==> src/hdl/pwc_params.svh <==
// Purpose: offsets, field positions and reset values of the pwm channel
// Assumes: register index times four gives the axi byte address
// Notes: definitions only
`ifndef PWC_PARAMS_SVH
`define PWC_PARAMS_SVH
// register indexes
`define PWC_IDX_PERIOD  30'h0306000
`define PWC_IDX_PULSE   30'h0306002
`define PWC_IDX_COUNTER 30'h0306004
`define PWC_IDX_SCR     30'h0306006
`define PWC_IDX_IRQ_ST  30'h03060F0
`define PWC_IDX_IRQ_MSK 30'h03060F1
// status/control field positions
`define PWC_POS_PIN     15
`define PWC_POS_DIR     14
`define PWC_POS_FRZ     13
`define PWC_POS_TRANSPARENT_BUFFER_BIT    12
`define PWC_POS_INV     11
`define PWC_POS_EN      10
`define PWC_CP_MSB      7
// interrupt status bit positions
`define PWC_IRQ_START   0
`define PWC_IRQ_END     1
// reset values
`define PWC_RST_CP      8'h00
`define PWC_RST_WORD16  16'h0000
// axi responses
`define PWC_RESP_OKAY   2'h0
`define PWC_RESP_SLVERR 2'h2
`endif

==> src/hdl/pwc_pkg.sv <==
// Purpose: types shared by the pwm channel
// Assumes: nothing
// Notes: used with full scope, never imported
package pwc_pkg;
	// software control bits of the channel
	typedef struct packed {
		logic       dir;
		logic       frz_en;
		logic       transp;
		logic       inv;
		logic       en;
		logic [7:0] cp;
	} pwc_ctrl_type;
	// channel events
	typedef struct packed {
		logic pulse_end;
		logic period_start;
	} pwc_evt_type;
endpackage : pwc_pkg

==> src/hdl/pwc_channel.sv <==
// Purpose: one pwm channel with pin i/o mode, axi4-lite register slave
// Assumes: single clock aclk, synchronous active-low reset
// Notes: registers sit at byte address four times their index
`timescale 1ns/1ps
`include "pwc_params.svh"

module pwc_channel #(
	parameter int AW = 32
) (
	// clock and reset
	input  wire logic          aclk,
	input  wire logic          aresetn,
	// axi4-lite write address and data
	input  wire logic [AW-1:0] awaddr,
	input  wire logic          awvalid,
	output logic               awready,
	input  wire logic [31:0]   wdata,
	input  wire logic [3:0]    wstrb,
	input  wire logic          wvalid,
	output logic               wready,
	// axi4-lite write response
	output logic [1:0]         bresp,
	output logic               bvalid,
	input  wire logic          bready,
	// axi4-lite read
	input  wire logic [AW-1:0] araddr,
	input  wire logic          arvalid,
	output logic               arready,
	output logic [31:0]        rdata,
	output logic [1:0]         rresp,
	output logic               rvalid,
	input  wire logic          rready,
	// module freeze and pin
	input  wire logic          freeze_in,
	input  wire logic          pin_i,
	output logic               pin_o,
	output logic               pin_oe_n,
	// interrupt
	output logic               irq
);
	pwc_pkg::pwc_ctrl_type ctrl_q, ctrl_d;
	pwc_pkg::pwc_evt_type  evt, st_q, st_d, msk_q, msk_d;
	logic [15:0]   period_q, period_d, pul_a_q, pul_a_d, pul_b_q, pul_b_d;
	logic [15:0]   cnt_q, cnt_d, pend_q, pend_d, wval;
	logic [7:0]    pre_q, pre_d;
	logic          pend_v_q, pend_v_d, out_q, out_d, pin_q, pin_d;
	logic          po_q, po_d, oen_q, oen_d, frozen, tick, wrap, wr_go;
	logic [2:0]    sync_q;
	logic          aw_q, aw_d, w_q, w_d, bv_q, bv_d, rv_q, rv_d;
	logic [AW-1:0] awa_q, awa_d;
	logic [31:0]   wd_q, wd_d, rd_q, rd_d;
	logic [3:0]    ws_q, ws_d;
	logic [1:0]    br_q, br_d, rr_q, rr_d;
	logic          hit_per, hit_pul, hit_cnt, hit_scr, hit_st, hit_msk;

	// handshake outputs and registered data
	assign awready  = !aw_q;
	assign wready   = !w_q;
	assign bvalid   = bv_q;
	assign bresp    = br_q;
	assign arready  = !rv_q;
	assign rvalid   = rv_q;
	assign rdata    = rd_q;
	assign rresp    = rr_q;
	assign pin_o    = po_q;
	assign pin_oe_n = oen_q;
	assign irq      = |(st_q & msk_q);

	// write decode and byte-lane merge onto the addressed register
	assign wr_go   = aw_q && w_q && !bv_q;
	assign hit_per = awa_q == AW'({`PWC_IDX_PERIOD, 2'b00});
	assign hit_pul = awa_q == AW'({`PWC_IDX_PULSE, 2'b00});
	assign hit_cnt = awa_q == AW'({`PWC_IDX_COUNTER, 2'b00});
	assign hit_scr = awa_q == AW'({`PWC_IDX_SCR, 2'b00});
	assign hit_st  = awa_q == AW'({`PWC_IDX_IRQ_ST, 2'b00});
	assign hit_msk = awa_q == AW'({`PWC_IDX_IRQ_MSK, 2'b00});

	// merged 16-bit write value for the addressed register
	always_comb begin
		logic [15:0] old;
		old = 16'h0000;
		if (hit_per)
			old = period_q;
		else if (hit_pul)
			old = pul_a_q;
		else if (hit_cnt)
			old = cnt_q;
		wval[7:0]  = ws_q[0] ? wd_q[7:0] : old[7:0];
		wval[15:8] = ws_q[1] ? wd_q[15:8] : old[15:8];
	end

	// axi write channel next state
	always_comb begin
		aw_d  = aw_q;
		awa_d = awa_q;
		w_d   = w_q;
		wd_d  = wd_q;
		ws_d  = ws_q;
		bv_d  = bv_q;
		br_d  = br_q;
		if (awvalid && !aw_q) begin
			aw_d  = 1'b1;
			awa_d = awaddr;
		end
		if (wvalid && !w_q) begin
			w_d  = 1'b1;
			wd_d = wdata;
			ws_d = wstrb;
		end
		if (wr_go) begin
			aw_d = 1'b0;
			w_d  = 1'b0;
			bv_d = 1'b1;
			br_d = (hit_per || hit_pul || hit_cnt || hit_scr || hit_st || hit_msk)
				? `PWC_RESP_OKAY : `PWC_RESP_SLVERR;
		end else if (bv_q && bready) begin
			bv_d = 1'b0;
		end
	end

	// axi read channel next state
	always_comb begin
		rv_d = rv_q;
		rd_d = rd_q;
		rr_d = rr_q;
		if (arvalid && !rv_q) begin
			rv_d = 1'b1;
			rr_d = `PWC_RESP_OKAY;
			rd_d = 32'h0000_0000;
			if (araddr == AW'({`PWC_IDX_PERIOD, 2'b00}))
				rd_d[15:0] = period_q;
			else if (araddr == AW'({`PWC_IDX_PULSE, 2'b00}))
				rd_d[15:0] = pul_a_q;
			else if (araddr == AW'({`PWC_IDX_COUNTER, 2'b00}))
				rd_d[15:0] = cnt_q;
			else if (araddr == AW'({`PWC_IDX_SCR, 2'b00}))
				rd_d[15:0] = {pin_q, ctrl_q.dir, ctrl_q.frz_en, ctrl_q.transp,
					ctrl_q.inv, ctrl_q.en, 2'b00, ctrl_q.cp};
			else if (araddr == AW'({`PWC_IDX_IRQ_ST, 2'b00}))
				rd_d[1:0] = st_q;
			else if (araddr == AW'({`PWC_IDX_IRQ_MSK, 2'b00}))
				rd_d[1:0] = msk_q;
			else
				rr_d = `PWC_RESP_SLVERR;
		end else if (rv_q && rready) begin
			rv_d = 1'b0;
		end
	end

	// prescaler tick and period wrap
	assign frozen = ctrl_q.frz_en && freeze_in;
	assign tick   = ctrl_q.en && !frozen && pre_q == 8'hFF;
	assign wrap   = tick && ({1'b0, cnt_q} + 17'h00001 >= {1'b0, period_q});

	// pwm core, control word and interrupt flags next state
	always_comb begin
		ctrl_d   = ctrl_q;
		period_d = period_q;
		pul_a_d  = pul_a_q;
		pul_b_d  = pul_b_q;
		cnt_d    = cnt_q;
		pre_d    = pre_q;
		pend_d   = pend_q;
		pend_v_d = pend_v_q;
		out_d    = out_q;
		evt      = '0;
		msk_d    = msk_q;
		// prescaler and counter run only when enabled and not frozen
		if (ctrl_q.en && !frozen) begin
			pre_d = tick ? ctrl_q.cp : 8'(pre_q + 8'h01);
			if (wrap) begin
				cnt_d            = pend_v_q ? pend_q : 16'h0000;
				pend_v_d         = 1'b0;
				pul_b_d          = pul_a_q;
				out_d            = pul_a_q != 16'h0000;
				evt.period_start = 1'b1;
			end else if (tick) begin
				cnt_d = 16'(cnt_q + 16'h0001);
				if (16'(cnt_q + 16'h0001) == pul_b_q && out_q) begin
					out_d         = 1'b0;
					evt.pulse_end = 1'b1;
				end
			end
		end else if (!ctrl_q.en) begin
			out_d = 1'b0;
		end
		// software writes win over the counter in the same cycle
		if (wr_go && hit_per)
			period_d = wval;
		if (wr_go && hit_pul) begin
			pul_a_d = wval;
			if (ctrl_q.transp)
				pul_b_d = wval;
		end
		if (wr_go && hit_cnt) begin
			period_d = wval;
			if (ctrl_q.transp) begin
				cnt_d    = wval;
				pend_v_d = 1'b0;
			end else begin
				pend_d   = wval;
				pend_v_d = 1'b1;
			end
		end
		if (wr_go && hit_scr) begin
			if (ws_q[1]) begin
				ctrl_d.dir    = wd_q[`PWC_POS_DIR];
				ctrl_d.frz_en = wd_q[`PWC_POS_FRZ];
				ctrl_d.transp = wd_q[`PWC_POS_TRANSPARENT_BUFFER_BIT];
				ctrl_d.inv    = wd_q[`PWC_POS_INV];
				ctrl_d.en     = wd_q[`PWC_POS_EN];
			end
			if (ws_q[0])
				ctrl_d.cp = wd_q[`PWC_CP_MSB:0];
		end
		if (wr_go && hit_msk && ws_q[0])
			msk_d = wd_q[1:0];
		// sticky flags, write one clears, a new event wins
		st_d = st_q;
		if (wr_go && hit_st && ws_q[0])
			st_d = st_q & ~wd_q[1:0];
		st_d = st_d | evt;
	end

	// pin drive from output flop, polarity and direction
	always_comb begin
		pin_d = (sync_q[1] == sync_q[2]) ? sync_q[2] : pin_q;
		po_d  = po_q;
		oen_d = 1'b1;
		if (ctrl_q.en) begin
			oen_d = 1'b0;
			if (!frozen)
				po_d = out_q ^ ctrl_q.inv;
		end else if (ctrl_q.dir) begin
			oen_d = 1'b0;
			po_d  = ctrl_q.inv;
		end
	end

	// all registers
	always_ff @(posedge aclk) begin
		sync_q <= {sync_q[1:0], pin_i};
		if (!aresetn) begin
			aw_q     <= 1'b0;
			awa_q    <= '0;
			w_q      <= 1'b0;
			wd_q     <= 32'h0000_0000;
			ws_q     <= 4'h0;
			bv_q     <= 1'b0;
			br_q     <= `PWC_RESP_OKAY;
			rv_q     <= 1'b0;
			rd_q     <= 32'h0000_0000;
			rr_q     <= `PWC_RESP_OKAY;
			ctrl_q   <= '{cp: `PWC_RST_CP, default: 1'b0};
			period_q <= `PWC_RST_WORD16;
			pul_a_q  <= `PWC_RST_WORD16;
			pul_b_q  <= `PWC_RST_WORD16;
			cnt_q    <= `PWC_RST_WORD16;
			pend_q   <= `PWC_RST_WORD16;
			pend_v_q <= 1'b0;
			pre_q    <= `PWC_RST_CP;
			out_q    <= 1'b0;
			pin_q    <= 1'b0;
			po_q     <= 1'b0;
			oen_q    <= 1'b1;
			st_q     <= '0;
			msk_q    <= '0;
		end else begin
			aw_q     <= aw_d;
			awa_q    <= awa_d;
			w_q      <= w_d;
			wd_q     <= wd_d;
			ws_q     <= ws_d;
			bv_q     <= bv_d;
			br_q     <= br_d;
			rv_q     <= rv_d;
			rd_q     <= rd_d;
			rr_q     <= rr_d;
			ctrl_q   <= ctrl_d;
			period_q <= period_d;
			pul_a_q  <= pul_a_d;
			pul_b_q  <= pul_b_d;
			cnt_q    <= cnt_d;
			pend_q   <= pend_d;
			pend_v_q <= pend_v_d;
			pre_q    <= pre_d;
			out_q    <= out_d;
			pin_q    <= pin_d;
			po_q     <= po_d;
			oen_q    <= oen_d;
			st_q     <= st_d;
			msk_q    <= msk_d;
		end
	end
endmodule : pwc_channel

==> config.mk <==
export PLATFORM = sky130hd
export DESIGN_NAME = pwc_channel
export DESIGN_NICKNAME = d
export VERILOG_FILES = /design/src/hdl/pwc_pkg.sv /design/src/hdl/pwc_channel.sv
export VERILOG_INCLUDE_DIRS = /design/src /design/src/hdl
export SDC_FILE = /design/constraint.sdc
export NUM_CORES = 1
export LEC_CHECK = 0
export BUFFER_PORTS_ARGS = -buffer_cell sky130_fd_sc_hd__buf_4
export CAP_MARGIN = 20
export CORE_ASPECT_RATIO = 1.4
export CORE_UTILIZATION = 50
export CTS_BUF_LIST = sky130_fd_sc_hd__clkbuf_8
export DETAILED_ROUTE_END_ITERATION = 10
export PLACE_DENSITY = 0.72
export SLEW_MARGIN = 20
export SYNTH_ARGS = -nofsm -noshare
export SYNTH_HDL_FRONTEND = slang
export SYNTH_SLANG_ARGS = --single-unit
==> constraint.sdc <==
create_clock -name aclk -period 4.6 [get_ports aclk]
set_clock_uncertainty 0.05 [all_clocks]
set_input_delay 0.69 -clock aclk [delete_from_list [all_inputs] [get_ports aclk]]
set_output_delay 0.69 -clock aclk [all_outputs]
set_load 0.02 [all_outputs]
# --- Word-level counts from Yosys, hierarchy flattened ---
# Index checks and enable logic that the tools add are counted.
classes:
  n_addsub: 3
  order_cmp: 1
  eq_ne: 19
  mux: 56
  bitwise_logic: 7
  n_reduce_logical: 45
op_table:
  columns: ["op", "count"]
  rows:
  - ["$eq 32x24->1 const B", 12]
  - ["$mux 16", 18]
  - ["$mux 2", 12]
  - ["$mux 8", 3]
  - ["$mux 1", 22]
  - ["$logic_and 1x1->1", 20]
  - ["$add 16x1->17 const B", 1]
  - ["$ge 17x16->1", 1]
  - ["$add 16x1->16 const B", 1]
  - ["$eq 16x16->1", 1]
  - ["$reduce_bool 16->1", 1]
  - ["$mux 14", 1]
  - ["$reduce_bool 2->1", 6]
  - ["$reduce_and 2->1", 5]
  - ["$add 8x1->8 const B", 1]
  - ["$eq 8x8->1 const B", 1]
  - ["$logic_not 1->1", 5]
  - ["$logic_or 1x1->1", 5]
  - ["$and 2x2->2", 2]
  - ["$reduce_or 2->1", 2]
  - ["$ne 3x2->1 const B", 1]
  - ["$ne 3x3->1 const B", 1]
  - ["$reduce_and 3->1", 1]
  - ["$ne 2x1->1 const B", 1]
  - ["6 further kinds", 7]
totals:
  reg_bits: 187
  inputBits: 109
  elab_cells: 163

# --- Logic depth before layout (Yosys ltp) ---
# Gate-level depths: netlist (run 1).
logic_depth:
  ltp_word: 9
  depth_mapped: 16

# --- Worst setup path before layout (run 1) ---
# Ideal clock, no wire load.
synth_timing:
  kind: "register -> register"
  start: "register cnt_q[1]"
  end: "register cnt_q[10]"
  setup_ns: 0.124
  t_arrival_ns: 3.514
  required_time_ns: 4.426
  path_slack_ns: 0.911
  stages_incl_launch_ff: 15
  n_path_buf: 2
  path_cell_list: "dfxtp_1 ha_1 nand4_2 or4_1 buf_2 xnor2_1 ha_1 and3_1 nand2_1 or2_2 o22ai_2 nor3_2 clkbuf_1 a221oi_1 a21oi_1"
synth_between:
  elab_chain_cells: 7
  word_cells_on_any_way: 9
  classes_between: "add/sub (2); order compare (1); mux (5); reduce/logical (1)"
synth_lines:
  columns: ["item", "line_no", "source"]
  rows:
  - ["start: declaration", "pwc_channel.sv:44", "logic [15:0] cnt_q, cnt_d, pend_q, pend_d, wval;"]
  - ["start signal: assignment", "pwc_channel.sv:258", "cnt_q <= `PWC_RST_WORD16;"]
  - ["start signal: assignment", "pwc_channel.sv:283", "cnt_q <= cnt_d;"]
  - ["$add 16x1->17", "pwc_channel.sv:153", "assign wrap = tick && ({1'b0, cnt_q} + 17'h00001 >= {1'b0, period_q});"]
  - ["$ge 17x16->1", "pwc_channel.sv:153", null]
  - ["$logic_and 1x1->1", "pwc_channel.sv:153", null]
  - ["$mux 16 *", "pwc_channel.sv:171", "if (wrap) begin"]
  - ["$mux 16 *", "pwc_channel.sv:169", "if (ctrl_q.en && !frozen) begin"]
  - ["$mux 16", "pwc_channel.sv:197", "if (ctrl_q.transp) begin"]
  - ["$mux 16 *", "pwc_channel.sv:195", "if (wr_go && hit_cnt) begin"]
# Every way passes the cells marked *; elsewhere a longest branch is shown, timed or not.
# A chain may end at the register's enable or synchronous reset.

# --- Worst setup path in the final report (run 1) ---
layout_timing:
  start: "register cnt_q[1]"
  end: "register cnt_q[5]"
# Same word-level chain as after synthesis.

==> reports/qor.yml, run 1 <==
yosys:
  syn_area_um2: 9960
  avgSynthCellArea_um2: 8.19
  synth_area_leaders: "dfxtp_1 (37%), nand2_1 (7.9%), mux2i_1 (4.9%)"
  synth_top_cell_area_share_pct: 37.2
  ys_async_sr_fraction_pct: 0
  seq_area_frac_synth_pct: 37.2
  synth_seq_cells: 185
  synth_flop_cell: "dfxtp_1"
  synth_cell_types: 79
  synth_top_area_cell: "dfxtp_1"
  synth_warnings: 0
  synth_edf_count: 0
  syn_inst: 1216
clock_network:
  post_cts_buffers: 0
  ctsHtreeMaxLevel: 4
  path_clk_slew_ns: 0.11
  clock-sinks: 185
  clk_latency_ns: 0.50
  cts_hold_buf: 0
  cts_buffers: 17
  cts_tree: "yes"
  root_buffer: "clkbuf_8"
  clockBufferDepth: 2
  cts_resized: 0
floorplanning:
  dieHeight_um: 169
  dieArea_um2: 20500
  core_um2: 19400
  fp.dieW_um: 121
  io_pins: 153
  rows: 60
  start_util_pct: 51.4
final_layout:
  drive_above_1_share_pct: 16.2
  finalNonFillerCells: 1549
  final_util_pct: 58.3
  nets: 1415
  syn_to_final_growth_pct: 13.4
  antenna_cells: 0
hold_path:
  hold_path.class: "in2reg"
worst_setup_path:
  critPathMaxFanout: 10
  required_ns: 4.93
  start_kind: "flip-flop"
  crit_type: "reg2reg"
  cp-end-kind: "flip-flop"
  critPathArrivalTime_ns: 4.59
routing:
  dr.pass1.iters: 7
  topRoutingLayerUsed: "met4"
  vias: 9299
  drtIter0Drc: 957
  wl_met2_um: 14800
  drcViolationCount: 0
  wl_met1_um: 11400
  ant_nets: 0
  drt-total-wl_um: 29400
  wl_met3_um: 1520
  wire_per_inst_um: 19.0
  viasPerCell: 6.00
global_routing:
  grt_pass1_vias: 8624
  grt_pass1_wl_um: 46300
  antenna_found_initial: 0
  grt_max_degree: 111
  grt_use_total_pct: 29.5
  gr-total-overflow: 0
timing:
  final.setup.tns_ns: 0
  setup_viol: 0
  fmax_ghz: 0.235
  rsz0062_at_grt: "no"
  finalCritPeriodShare_pct: 92.7
  max_slew_margin_pct: 23.4
  hold_viol_final: 0
  tightestPinTransition_ns: 1.15
  report.final.slew_viol_count: 0
  whs_ns: 0.245
  layout_min_cycle_time_ns: 4.26
  worst_slack_ns: 0.337
power_and_ir_drop:
  ir_drop_uv: 181
  powerDensity_nw_per_um2: 273
  leakage_uw: 0.00460
placed_design:
  dp_worst_setup_slack_ns: 0.412
  dp_cells: 1516
  io_buffers: 116
  hpwl_um: 21500
  routabilityCongestion: 0.906
outcome:
  status: "completed"
job:
  max_cap_viol_count: 0
[registers in the layout (all words and copies together) (netlist names), 3 cells and up]
signal    flops
wd_q         16
period_q     16
rdata        16
awa_q        32
ctrl_q       13
pul_b_q      16
pend_q       16
sync_q        3
pre_q         8
pul_a_q      16
cnt_q        16
[cell usage after synthesis, drive strengths merged (2+ instances only)]
cell type  number
a211oi          4
a21boi         59
a21o           23
a21oi          68
a221oi         29
a222oi         12
a311oi          2
a31o            3
a31oi          16
a32oi           2
and2            4
and3           12
and3b           3
and4            4
buf            48
clkbuf         60
clkinv          2
dfxtp         185
ha             18
inv            28
mux2i          49
nand2         211
nand2b          7
nand3          23
nand4          15
nand4b          4
nor2           60
nor2b          32
nor3           35
nor4           20
nor4b           4
o2111ai         4
o211a          14
o211ai          2
o21ai          71
o221ai          2
o22ai          19
o32ai           2
or2             4
or3             6
or4             5
xnor2          19
xnor3           2
xor2            8
[routing by layer]
layer  vias up  global-route usage, %
met3       105                   4.21
met4         0                   17.8
met5         -                      0
li1       4483                      -
met1      4325                   34.6
met2       386                   50.3
[cells by family (layout without fill, tap and decap cells)]
logic type / count (synthesis) / count (layout) / share of synthesized area (%)
adder cells (fa/ha/maj): 18 / 18 / 2.26
multiplexers: 50 / 50 / 5.04
other: 1 / 18 / 0.0376
flip-flops: 185 / 185 / 37.2
AO/OA/AOI/OAI: 342 / 342 / 23.4
XOR/XNOR: 29 / 29 / 2.83
buffers and inverters: 138 / 206 / 6.66
AND/OR/NAND/NOR: 453 / 453 / 22.6
[report_power, final]
| group | total [µW] | switching (µW) | leakage [µW] | internal, µW |
|---|---|---|---|---|
| clock network | 1080 | 673 | 0.000199 | 406 |
| logic | 323 | 184 | 0.00290 | 139 |
| registers | 1680 | 36.9 | 0.00150 | 1640 |
[worst max-delay path, stage by stage (launching register included)]
cell,delay (ns)
dfxtp_1,0.54
ha_1,0.36
nand4_2,0.21
or4_1,0.61
xnor2_1,0.16
ha_1,0.31
and3_1,0.17
nand2_1,0.12
or2_2,0.35
o22ai_2,0.44
nor3_2,0.23
buf_6,0.20
a221oi_1,0.29
a21oi_1,0.11
[final timing paths]
| kind | slack (ns) | from | cells past startpoint | end |
|---|---|---|---|---|
| worst min register to register | 0.29 | sync_q[0] | 0 | sync_q[1] |
| worst min-delay path | 0.25 | pin_i | 1 | sync_q[0] |
| worst max-delay path | 0.34 | cnt_q[1] | 13 | cnt_q[5] |
| worst max register to register | 0.34 | cnt_q[1] | 13 | cnt_q[5] |
[final cells by class]
type	count	area, µm²
clock inverter	15	150
sequential	185	3700
clock buffer	17	234
fill	1843	8070
multi-input combinational	910	5680
tap	248	310
timing repair buffer	144	1100
inverter	30	113
[through the flow]
step | power (µW) | cell area, µm²
after floorplan | 1910 | 10000
after global placement | 2030 | 10900
after detailed placement | 2040 | 10900
after CTS | 3090 | 11300
after global routing | 3200 | 11300
final | 3080 | 11300
[cells in the final DEF (no fill, tap or decap), drive strengths merged, types with 17 or more instances in the layout]
cell,netlist,routed
nor4,20,20
o21ai,71,71
dfxtp,185,185
mux2i,49,49
nand3,23,23
nand2,211,211
a21boi,59,59
buf,48,144
xnor2,19,19
nor2,60,60
ha,18,18
a21o,23,23
a21oi,68,68
nor2b,32,32
inv,28,36
clkbuf,60,17
a221oi,29,29
nor3,35,35
o22ai,19,19
conb,1,18
Note: power is estimated with default switching activity, not from simulation.
==> run 2, diff against run 1 <==
Clock period 4.6 ns to 5.3 ns, I/O delays scaled along.
==> reports/qor.yml, run 2 (synthesis results as in run 1) <==
worst_setup_path:
  critPathArrivalTime_ns: 4.91  # +0.32 ns
  cp-end-kind: "flip-flop"
  r2r_slack_ns: 0.75  # +0.42 ns
  timing.rr.end: "cnt_q[14]"
  crit_type: "reg2reg"
  path_cells: "ha_1, nand4_2, or4_1, xnor2_1, ha_1, and3_1, a221oi_1, nand2_1, nor3_2, buf_4, a21oi_1, a31oi_1"
  max_stage_delay_ns: 0.73  # +0.12 ns
  critPathMaxFanout: 12  # +2
  cpMostUsedCell: "ha_1"
  r2r_cells: 12  # -1
  worst_path_max_delay_cell: "or4_1"
  required_ns: 5.66  # +0.73 ns
  start_kind: "flip-flop"
  worstReg2RegStart: "cnt_q[1]"
placed_design:
  io_buffers: 116  # unchanged
  hpwl_um: 21600  # +0.73%
  routabilityCongestion: 0.927  # +2.3%
  post_dp_cell_area_um2: 10800  # -0.92%
outcome:
  status: "completed"
power_and_ir_drop:
  report.power.total_uw: 2690  # -13%
  swShare_pct: 28.2  # -0.87 points
  ir_drop_uv: 143  # -21%
  powerDensity_nw_per_um2: 241  # -12%
  p_sw_uw: 759  # -15%
  pwr-share-seq_pct: 54.2  # -0.3 points
  pwr-share-clk_pct: 35.5  # +0.5 points
  p_int_uw: 1940  # -11%
  combPwrFrac_pct: 10.3  # -0.2 points
  leakage_uw: 0.00451  # -1.9%
floorplanning:
  start_util_pct: 51.4  # unchanged
  io_pins: 153  # unchanged
  fp.dieW_um: 121  # unchanged
  core_um2: 19400  # unchanged
  dieHeight_um: 169  # unchanged
  rows: 60  # unchanged
  dieArea_um2: 20500  # unchanged
clock_network:
  path_clk_slew_ns: 0.11  # about the same
  root_buffer: "clkbuf_8"
  clock-sinks: 185  # unchanged
  cts_resized: 0  # unchanged
  cts_tree: "yes"
  clk_latency_ns: 0.49  # about the same
  cts_buffers: 17  # unchanged
  clockBufferDepth: 2  # unchanged
  cts_hold_buf: 0  # unchanged
  ctsHtreeMaxLevel: 4  # unchanged
  post_cts_buffers: 0  # unchanged
global_routing:
  grt_use_total_pct: 29.4  # -0.093 points
  grt_max_degree: 90  # -19%
  grt_pass1_vias: 8702  # +0.90%
  gr-total-overflow: 0  # unchanged
  antenna_found_initial: 0  # unchanged
  grt_pass1_wl_um: 46700  # +0.87%
timing:
  final.setup.tns_ns: 0  # unchanged
  setup_viol: 0  # unchanged
  report.final.slew_viol_count: 0  # unchanged
  layout_min_cycle_time_ns: 4.55  # +0.285 ns
  rsz0062_at_grt: "no"
  tightestPinTransition_ns: 1.07  # -0.0785 ns
  fmax_ghz: 0.220  # -6.3%
  max_slew_margin_pct: 28.1  # +4.7 points
  finalCritPeriodShare_pct: 85.8  # -6.9 points
  hold_viol_final: 0  # unchanged
final_layout:
  drive_above_1_share_pct: 15.3  # -0.97 points
  antenna_cells: 0  # unchanged
  final_common_cell: "nand2_1"
  largest_reg_flops: 32  # unchanged
  design_area_um2: 11200  # -0.93%
  nets: 1400  # -1.1%
  layout_common_cells: "nand2_1 (210), dfxtp_1 (185), buf_4 (128), o21ai_0 (68), a21oi_1 (68)"
  largest_register: "awa_q"
  syn_to_final_growth_pct: 12.3
routing:
  wl_met2_um: 14700  # -0.68%
  vias: 9259  # -0.43%
  drcViolationCount: 0  # unchanged
  ant_nets: 0  # unchanged
  dr.pass1.iters: 6  # -1
  drt-total-wl_um: 29600  # +0.76%
  viasPerCell: 6.04  # +0.61%
  wl_met3_um: 1690  # +11%
  wl_met1_um: 11200  # -2.4%
  drtIter0Drc: 632  # -34%
  wire_per_inst_um: 19.3  # +1.8%
  topRoutingLayerUsed: "met4"
hold_path:
  worstHoldPathCells: 0  # -1
  hold-path-endpoint: "sync_q[1]"
  holdCritStartpoint: "sync_q[0]"
  hold_path.class: "reg2reg"
job:
  max_cap_viol_count: 0  # unchanged
[run 2: worst max-delay path, delay by kind of cell (launching register included)]
kind	cells	cell delay, ns
AO/OA/AOI/OAI	3	0.73
XOR/XNOR	1	0.19
adder cells (fa/ha/maj)	2	0.66
buffers and inverters	1	0.29
flip-flops	1	0.52
AND/OR/NAND/NOR	5	2.02
[run 2: worst max path at each step]
stage	to	cells after the start	startpoint
floorplan	cnt_q[10]	14	cnt_q[1]
global placement	cnt_q[13]	12	cnt_q[1]
detailed placement	cnt_q[9]	12	cnt_q[1]
CTS	cnt_q[9]	12	cnt_q[1]
global route	cnt_q[3]	11	cnt_q[1]
finish	cnt_q[14]	12	cnt_q[1]
[run 2: stage by stage]
stage	setup WS, ns	hold slack [ns]	util, %	instances
after floorplan	1.61	0.260	-	1233
after global placement	0.977	0.271	55.7	1502
after detailed placement	0.918	0.271	55.7	1502
after CTS	0.887	0.301	57.7	1533
after global routing	0.525	0.316	57.8	1533
final	0.752	0.293	57.8	1533
[run 2: power by group through the flow]
stage | combinational (µW) | sequential, µW | clock, µW
after floorplan | 169 | 1490 | 0
after global placement | 272 | 1490 | 0
after detailed placement | 276 | 1490 | 0
after CTS | 277 | 1460 | 975
after global routing | 304 | 1460 | 1030
final | 277 | 1460 | 957
[run 2: metal layers]
| metal | vias up | GRT usage [%] |
|---|---|---|
| met5 | - | 0 |
| met2 | 375 | 50.1 |
| met1 | 4305 | 33.5 |
| li1 | 4453 | - |
| met4 | 0 | 19.6 |
| met3 | 126 | 4.75 |
[run 2: cell type report]
type,instances,area (µm²)
well taps,248,310
flip-flops and latches,185,3700
repair buffers,129,981
clock inverters,14,159
inverters,30,113
fillers,1857,8180
clock buffers,17,234
multi-input cells,910,5690
